<file path="src/rbs_pkg.sv">
// Constants shared by the readback select block: frame layout, addresses, modes, reset values.
package rbs_pkg;

  // ****************************************************************
  // Serial frame layout
  // ****************************************************************
  localparam int          FRAME_BITS = 24;
  localparam int          CNT_W      = 5;
  localparam logic [4:0]  FRAME_LEN  = 5'h18;
  localparam int          DEV_LSB    = 22;
  localparam int          ADDR_LSB   = 16;
  localparam int          DATA_W     = 16;
  localparam int          WORD_W     = 22;
  localparam int          DEV_W      = 2;

  // ****************************************************************
  // Register addresses
  // ****************************************************************
  localparam logic [4:0]  ADDR_NOP    = 5'h00;
  localparam logic [4:0]  ADDR_SELF   = 5'h13;
  localparam logic [4:0]  ADDR_STATUS = 5'h16;
  localparam logic [4:0]  ADDR_LAST   = 5'h18;
  localparam logic [4:0]  ADDR_DEVID  = 5'h1c;

  // ****************************************************************
  // Readback select register fields
  // ****************************************************************
  localparam int          FAULT_BIT  = 21;
  localparam int          MODE_LSB   = 5;
  localparam int          TARGET_LSB = 0;
  localparam logic [WORD_W-1:0] SELF_RESET = 22'h130000;
  localparam logic [1:0]  MODE_RESET   = 2'h0;
  localparam logic [4:0]  TARGET_RESET = 5'h00;

  // ****************************************************************
  // Readback modes
  // ****************************************************************
  localparam logic [1:0]  MODE_TWO_STAGE = 2'h0;
  localparam logic [1:0]  MODE_AUTO      = 2'h1;
  localparam logic [1:0]  MODE_SHARED    = 2'h2;
  localparam logic [1:0]  MODE_ALT       = 2'h3;

  // ****************************************************************
  // Pin input synchroniser
  // ****************************************************************
  localparam int          PIN_W     = 6;
  localparam logic [5:0]  PIN_RESET = 6'h10;

endpackage

</file>
<file path="src/rbs_pin_sync.sv">
// Three-stage pin synchroniser that accepts a change once stages two and three agree.
`timescale 1ns/1ns
module rbs_pin_sync #(
  parameter int                W         = 1,
  parameter logic [W-1:0]      RST_VAL   = '0
) (
  // Clock and reset
  input  wire logic            clk,
  input  wire logic            resetn,
  input  wire logic            ce,
  // Pins and filtered levels
  input  wire logic [W-1:0]    pin,
  output logic      [W-1:0]    level
);

  genvar i;
  generate
    for (i = 0; i < W; i++)
    begin : g_bit
      logic s1;
      logic s2;
      logic s3;

      always_ff @(posedge clk or negedge resetn)
      begin
        if (!resetn)
        begin
          s1       <= RST_VAL[i];
          s2       <= RST_VAL[i];
          s3       <= RST_VAL[i];
          level[i] <= RST_VAL[i];
        end
        else if (ce)
        begin
          s1 <= pin[i];
          s2 <= s1;
          s3 <= s2;
          if (s2 == s3)
          begin
            level[i] <= s3;
          end
        end
      end
    end
  endgenerate

endmodule

</file>
<file path="src/rbs_readback_ctl.sv">
// Serial target with readback select register and four readback modes.
`timescale 1ns/1ns

// What this block does
// - Five-bit writable target field holds the address returned by two-stage readback.
// - Bit 21 of the select register reads the inverse of the alert pin level.
// - Two-bit mode field at bits 6:5 resets to zero, two-stage readback.
// - Mode 01 shifts the status word out on the data output every frame.
// - Mode 10 sets an internal flag after each valid write addressed here.
// - Mode 10 drives status at frame start only when that flag is set.
// - Mode 10 lets devices share frame select, told apart by strapped address pins.
// - Mode 11 alternates status and the previous frame's instruction frame by frame.
// - Target codes 0x00 to 0x18 select the register at that same address.
module rbs_readback_ctl (
  // Clock, reset and enable
  input  wire logic        clk,
  input  wire logic        resetn,
  input  wire logic        ce,
  // Serial pins
  input  wire logic        sclk,
  input  wire logic        frame_sel_n,
  input  wire logic        sdi,
  output logic             sdo,
  output logic             sdo_oe,
  // Straps and alert pin level
  input  wire logic [1:0]  hw_addr,
  input  wire logic        fault_pin,
  // Write port to the other registers
  output logic             wr_strobe,
  output logic [4:0]       wr_addr,
  output logic [15:0]      wr_data,
  // Read port to the other registers
  output logic [4:0]       rd_addr,
  input  wire logic [15:0] rd_data,
  input  wire logic [15:0] status_data,
  // Select register contents
  output logic [1:0]       readback_mode,
  output logic [4:0]       readback_target
);

  // ****************************************************************
  // Pin synchronisation and edge detection
  // ****************************************************************
  logic [rbs_pkg::PIN_W-1:0]      pin_lvl;
  logic                           sclk_q;
  logic                           fsel_q;
  logic                           sclk_rise;
  logic                           sclk_fall;
  logic                           frame_start;
  logic                           frame_end;
  logic                           fault_lvl;
  logic [1:0]                     strap;

  rbs_pin_sync #(
    .W       (rbs_pkg::PIN_W),
    .RST_VAL (rbs_pkg::PIN_RESET)
  ) u_sync (
    .clk    (clk),
    .resetn (resetn),
    .ce     (ce),
    .pin    ({sclk, frame_sel_n, sdi, fault_pin, hw_addr}),
    .level  (pin_lvl)
  );

  assign fault_lvl   = pin_lvl[2];
  assign strap       = pin_lvl[1:0];
  assign sclk_rise   = pin_lvl[5] & ~sclk_q;
  assign sclk_fall   = ~pin_lvl[5] & sclk_q;
  assign frame_start = ~pin_lvl[4] & fsel_q;
  assign frame_end   = pin_lvl[4] & ~fsel_q;

  always_ff @(posedge clk or negedge resetn)
  begin
    if (!resetn)
    begin
      sclk_q <= 1'b0;
      fsel_q <= 1'b1;
    end
    else if (ce)
    begin
      sclk_q <= pin_lvl[5];
      fsel_q <= pin_lvl[4];
    end
  end

  // ****************************************************************
  // Frame capture
  // ****************************************************************
  logic [rbs_pkg::FRAME_BITS-1:0] shift_in;
  logic [rbs_pkg::CNT_W-1:0]      bit_cnt;
  logic                           valid_wr;
  logic                           wr_self;
  logic [4:0]                     in_addr;

  assign in_addr  = shift_in[rbs_pkg::ADDR_LSB +: 5];
  assign valid_wr = frame_end && (bit_cnt == rbs_pkg::FRAME_LEN)
                    && (shift_in[rbs_pkg::DEV_LSB +: rbs_pkg::DEV_W] == strap);
  assign wr_self  = valid_wr && (in_addr == rbs_pkg::ADDR_SELF);

  always_ff @(posedge clk or negedge resetn)
  begin
    if (!resetn)
    begin
      shift_in <= '0;
      bit_cnt  <= '0;
    end
    else if (ce)
    begin
      if (frame_start)
      begin
        shift_in <= '0;
        bit_cnt  <= '0;
      end
      else if (!fsel_q && sclk_fall)
      begin
        shift_in <= {shift_in[rbs_pkg::FRAME_BITS-2:0], pin_lvl[3]};
        if (bit_cnt != '1)
        begin
          bit_cnt <= bit_cnt + 5'h01;
        end
      end
    end
  end

  // ****************************************************************
  // Readback select register
  // ****************************************************************
  always_ff @(posedge clk or negedge resetn)
  begin
    if (!resetn)
    begin
      readback_mode   <= rbs_pkg::MODE_RESET;
      readback_target <= rbs_pkg::TARGET_RESET;
      rd_addr         <= rbs_pkg::TARGET_RESET;
    end
    else if (ce && wr_self)
    begin
      readback_mode   <= shift_in[rbs_pkg::MODE_LSB +: 2];
      readback_target <= shift_in[rbs_pkg::TARGET_LSB +: 5];
      rd_addr         <= shift_in[rbs_pkg::TARGET_LSB +: 5];
    end
  end

  // ****************************************************************
  // Write port to the other registers
  // ****************************************************************
  always_ff @(posedge clk or negedge resetn)
  begin
    if (!resetn)
    begin
      wr_strobe <= 1'b0;
      wr_addr   <= '0;
      wr_data   <= '0;
    end
    else if (ce)
    begin
      wr_strobe <= valid_wr && !wr_self;
      if (valid_wr && !wr_self)
      begin
        wr_addr <= in_addr;
        wr_data <= shift_in[rbs_pkg::DATA_W-1:0];
      end
    end
  end

  // ****************************************************************
  // Readback words
  // ****************************************************************
  logic [15:0]                    rd_q;
  logic [15:0]                    status_q;
  logic [rbs_pkg::WORD_W-1:0]     self_word;
  logic [rbs_pkg::WORD_W-1:0]     tgt_word;
  logic [rbs_pkg::WORD_W-1:0]     stat_word;

  always_ff @(posedge clk or negedge resetn)
  begin
    if (!resetn)
    begin
      rd_q     <= '0;
      status_q <= '0;
    end
    else if (ce)
    begin
      rd_q     <= rd_data;
      status_q <= status_data;
    end
  end

  // Reserved bits 15:7 read as zero.
  assign self_word = {~fault_lvl, rbs_pkg::ADDR_SELF, 9'h000,
                      readback_mode, readback_target};
  assign tgt_word  = (readback_target == rbs_pkg::ADDR_SELF) ? self_word
                     : {~fault_lvl, readback_target, rd_q};
  assign stat_word = {~fault_lvl, rbs_pkg::ADDR_STATUS, status_q};

  // ****************************************************************
  // Mode flags
  // ****************************************************************
  logic                           wr_flag;
  logic                           alt_echo;
  logic [rbs_pkg::FRAME_BITS-1:0] prev_instr;

  // In mode 10 a valid write wins over the consume at frame start.
  always_ff @(posedge clk or negedge resetn)
  begin
    if (!resetn)
    begin
      wr_flag <= 1'b0;
    end
    else if (ce)
    begin
      if (valid_wr && readback_mode == rbs_pkg::MODE_SHARED)
      begin
        wr_flag <= 1'b1;
      end
      else if (frame_start)
      begin
        wr_flag <= 1'b0;
      end
    end
  end

  always_ff @(posedge clk or negedge resetn)
  begin
    if (!resetn)
    begin
      alt_echo   <= 1'b0;
      prev_instr <= '0;
    end
    else if (ce)
    begin
      if (frame_start && readback_mode == rbs_pkg::MODE_ALT)
      begin
        alt_echo <= ~alt_echo;
      end
      if (frame_end)
      begin
        prev_instr <= shift_in;
      end
    end
  end

  // ****************************************************************
  // Serial output
  // ****************************************************************
  logic [rbs_pkg::FRAME_BITS-1:0] out_sr;
  logic [rbs_pkg::FRAME_BITS-1:0] next_out;
  logic                           next_oe;

  always_comb
  begin
    next_out = {2'b00, tgt_word};
    next_oe  = 1'b1;
    unique case (readback_mode)
      rbs_pkg::MODE_TWO_STAGE: next_out = {2'b00, tgt_word};
      rbs_pkg::MODE_AUTO:      next_out = {2'b00, stat_word};
      rbs_pkg::MODE_SHARED:
      begin
        next_out = {2'b00, stat_word};
        next_oe  = wr_flag;
      end
      rbs_pkg::MODE_ALT:
        next_out = alt_echo ? prev_instr : {2'b00, stat_word};
    endcase
  end

  always_ff @(posedge clk or negedge resetn)
  begin
    if (!resetn)
    begin
      out_sr <= '0;
      sdo    <= 1'b0;
      sdo_oe <= 1'b0;
    end
    else if (ce)
    begin
      if (frame_start)
      begin
        out_sr <= next_out;
        sdo    <= next_out[rbs_pkg::FRAME_BITS-1];
        sdo_oe <= next_oe;
      end
      else if (frame_end)
      begin
        sdo_oe <= 1'b0;
      end
      else if (!fsel_q && sclk_rise)
      begin
        out_sr <= {out_sr[rbs_pkg::FRAME_BITS-2:0], 1'b0};
        sdo    <= out_sr[rbs_pkg::FRAME_BITS-2];
      end
    end
  end
endmodule

</file>
<file path="config.mk">
export PLATFORM = sky130hd
export DESIGN_NAME = rbs_readback_ctl
export DESIGN_NICKNAME = d
export VERILOG_FILES = /design/src/rbs_pkg.sv /design/src/rbs_pin_sync.sv /design/src/rbs_readback_ctl.sv
export SDC_FILE = /design/constraint.sdc
export NUM_CORES = 1
export LEC_CHECK = 0
export BUFFER_PORTS_ARGS = -buffer_cell sky130_fd_sc_hd__buf_4
export CAP_MARGIN = 0
export CORE_MARGIN = 2
export CORE_UTILIZATION = 39
export DETAILED_ROUTE_END_ITERATION = 10
export PLACE_DENSITY = 0.59
export SYNTH_ARGS = -nofsm -noshare
export SYNTH_HDL_FRONTEND = slang
export SYNTH_HIERARCHICAL = 1
export SYNTH_SLANG_ARGS = --single-unit
</file>
<file path="constraint.sdc">
create_clock -name clk -period 2.1 [get_ports clk]
set_clock_uncertainty 0.15 [all_clocks]
set_input_delay 0.105 -clock clk [delete_from_list [all_inputs] [get_ports clk]]
set_output_delay 0.105 -clock clk [all_outputs]
set_load 0.03 [all_outputs]
</file>
==> impl_metrics.yaml <==
cells_and_area:
  final_util_pct: 52.1
  syn_to_final_growth_pct: 30.9
  n_antenna_cell: 0
  nets: 829
  drive_gt1_share_pct: 37.8
clock_tree:
  cts_root_buffer: "clkbuf_16"
  cts_num_sinks: 167
  cts_max_level: 4
  cts_buffers: 17
  clkLatencyLatePin_ps: 430
  cts_tree: "built"
  clockBufferDepth: 2
  path_clk_slew_ps: 60
pwr:
  power_uw: 9520
  comb_power_share_pct: 21.3
  clock_power_share_pct: 34.6
  switching_share_pct: 29.1
  p_per_area_nw_per_um2: 973
  cellLeakagePower_uw: 0.00458
  p_sw_uw: 2770
  p_seq_share_pct: 44.1
  vdd_drop_max_mv: 0.628
  p_int_uw: 6750
yosys:
  netlist_instances: 635
  synthesis.area_um2: 7470
  yosysMostFrequentCell: "dfrtp_1"
  synth.avg_cell_area_um2: 11.8
  synth_top_cell_by_area: "dfrtp_1"
  synth_seq_cells: 167
  synth_ff_type: "dfrtp_1"
  yosysTopAreaCellShare_pct: 54.3
  yosysSeqAreaShare_pct: 56.0
  synth_area_leaders: "dfrtp_1, mux2_2, nand2_1, mux2_4, o21ai_0"
  synth_edf_count: 0
  synth_fp_nets: 685
  synthTopCellsByCount: "dfrtp_1, nand2_1, mux2_2"
  yosysWarnings: 6
  async_flop_share_pct: 100
  synth_cell_types: 55
place:
  place.gp.congestion: 0.829
  io_buffer_count: 76
  dpl.hpwl_um: 12300
setup_path:
  cp-end-kind: "register"
  critPathMaxStageDelay_ps: 610
  crit_type: "reg -> reg"
  path_max_fanout: 7
  cp_slowest_cell: "or4_4"
  critical_path_arrival_ps: 2280
  cp_cell_sequence: "inv_1 > ha_1 > nand4b_1 > or4_4 > nor2_8 > mux2_4"
  start_kind: "register"
  crit_required_ps: 2260
drt:
  wl_per_cell_um: 17.2
  wl_um: 17600
  route.vias.total: 5268
  ant_nets: 0
  dr.pass1.iters: 5
  drt-initial-drc-count: 300
  drc: 0
  vias_per_cell: 5.13
die:
  die_x_um: 142
  core_um2: 18800
  fp.dieArea_um2: 20300
  io-pin-count: 77
  num_rows: 50
  fp.dieH_um: 142
  start_util_pct: 39.8
sta:
  slew_headroom_pct: 67.7
  finalSetupViolCount: 7
  period_needed_ps: 2120
  period_share_pct: 101
  clock.fmax_ghz: 0.472
  hold_viol_final: 0
  rsz0062_at_grt: "yes"
  whs_ps: 16.3
  worst_slew_pin_slew_ps: 485
  drv_slew: 0
  fin_ws_ps: -17.5
global_route:
  gr-total-overflow: 0
  grtUsageTotal_pct: 18.4
  antenna_found_initial: 0
  grt_pass1_wl_um: 28800
  grt_max_degree: 75
  grt_pass1_vias: 5539
outcome:
  failed_checks: "negative setup slack"
  status: "finished, violations left"
worst_hold_path:
  hold_path.class: "in -> async"
run:
  maxCapViolCount: 0
==> cell usage in the layout (no fill, tap or decap), drive strengths merged, types with 5 or more instances in the layout <==
| cell type | synthesis | final |
|---|---|---|
| mux2 | 100 | 100 |
| nor2 | 18 | 18 |
| inv | 19 | 20 |
| and2 | 15 | 15 |
| o2bb2ai | 6 | 6 |
| a2111oi | 11 | 11 |
| nand2 | 87 | 87 |
| o31ai | 14 | 14 |
| dlygate4sd3 | 0 | 39 |
| nand2b | 6 | 6 |
| buf | 19 | 130 |
| dfrtp | 162 | 162 |
| clkbuf | 25 | 23 |
| a21oi | 27 | 27 |
| dfstp | 5 | 5 |
| o21ai | 45 | 45 |
| nor2b | 5 | 5 |
| ha | 9 | 9 |
==> sequential cells by signal, summed over array words and instances (netlist names), 2 cells and up <==
signal / count
prev_instr: 24
shift_in: 24
out_sr: 23
rd_q: 16
status_q: 16
wr_data: 16
u_sync/g_bit.s1: 6
u_sync/g_bit.s2: 6
u_sync/g_bit.s3: 6
u_sync/level: 6
bit_cnt: 5
readback_target: 5
wr_addr: 5
readback_mode: 2
==> final cells by class <==
class / instances / area (um^2)
clock buffer: 23 / 488
clock inverter: 9 / 140
fill: 1594 / 8980
inverter: 19 / 71.3
multi-input combinational: 405 / 3120
sequential: 167 / 4190
tap: 234 / 293
timing repair buffer: 169 / 1490
==> cell families (layout without fill, tap and decap cells) <==
group,count (synthesis),in the layout,synth area share [%]
muxes,102,102,16.1
adders and majority gates,9,9,1.51
DFF,167,167,56.0
xor gates and xnor gates,3,3,0.352
buffers and inverters,63,220,3.83
and+or+nand+nor,154,154,10.3
AOI/OAI and AO/OA,137,137,11.9
==> critical path, delay by kind of cell, from the launching register on <==
family / cells / cell delay, ps
adder cells (fa/ha/maj): 1 / 130
buffers and inverters: 1 / 60
flip-flops: 1 / 380
multiplexers: 1 / 320
AND/OR/NAND/NOR: 3 / 950
==> power by group through the flow <==
stage          combinational (uW)  sequential, uW  clock (uW)
4_1_cts                      2020            4190        3360
5_1_grt                      2260            4270        3490
3_5_place_dp                 1950            4250           0
6_report                     2030            4200        3290
3_3_place_gp                 1860            4230           0
2_1_floorplan                1250            4120           0
==> worst paths after layout <==
check,slack (ps),endpoint,start,cells past startpoint
setup / recovery,-20,readback_target[2]$_DFFE_PN0P_,bit_cnt[0]$_DFFE_PN0P_,6
hold / removal,20,out_sr[10]$_DFFE_PN0P_,resetn,2
setup reg to reg,-20,readback_target[2]$_DFFE_PN0P_,bit_cnt[0]$_DFFE_PN0P_,6
hold reg to reg,330,out_sr[7]$_DFFE_PN0P_,out_sr[7]$_DFFE_PN0P_,2
max in group asynchronous,1090,wr_data[0]$_DFFE_PN0P_,resetn,3
min in group clk,50,fsel_q$_DFFE_PN1P_,ce,4
==> through the flow <==
| step | setup slack, ps | cells | setup TNS (ps) | cell area, um^2 |
|---|---|---|---|---|
| finish | -17.5 | 1026 | -82.8 | 9780 |
| global route | -84.2 | 1026 | -529 | 9780 |
| CTS | -14.4 | 1023 | -59.1 | 9720 |
| detailed placement | -96.4 | 951 | -319 | 8670 |
| global placement | 17.8 | 951 | 0 | 8670 |
| floorplan | -49.5 | 635 | -423 | 7540 |
==> per-layer routing <==
metal	part of all wire (%)	global-route usage, %	vias up
li1	-	-	2524
met1	45	23.3	2638
met2	50	30.7	90
met3	3.6	4.61	16
met4	1.6	6.83	0
met5	0	0	-
==> timing repair <==
action | in CTS | in global routing
pin swaps | 2 | 1
endpoints found under the setup margin | 13 | 23
setup buffers | 1 | 3
resized for setup | 5 | 14
hold buffers | 39 | 0
endpoints found under the hold margin | 200 | 0
Note: power is estimated with default switching activity, not from simulation.
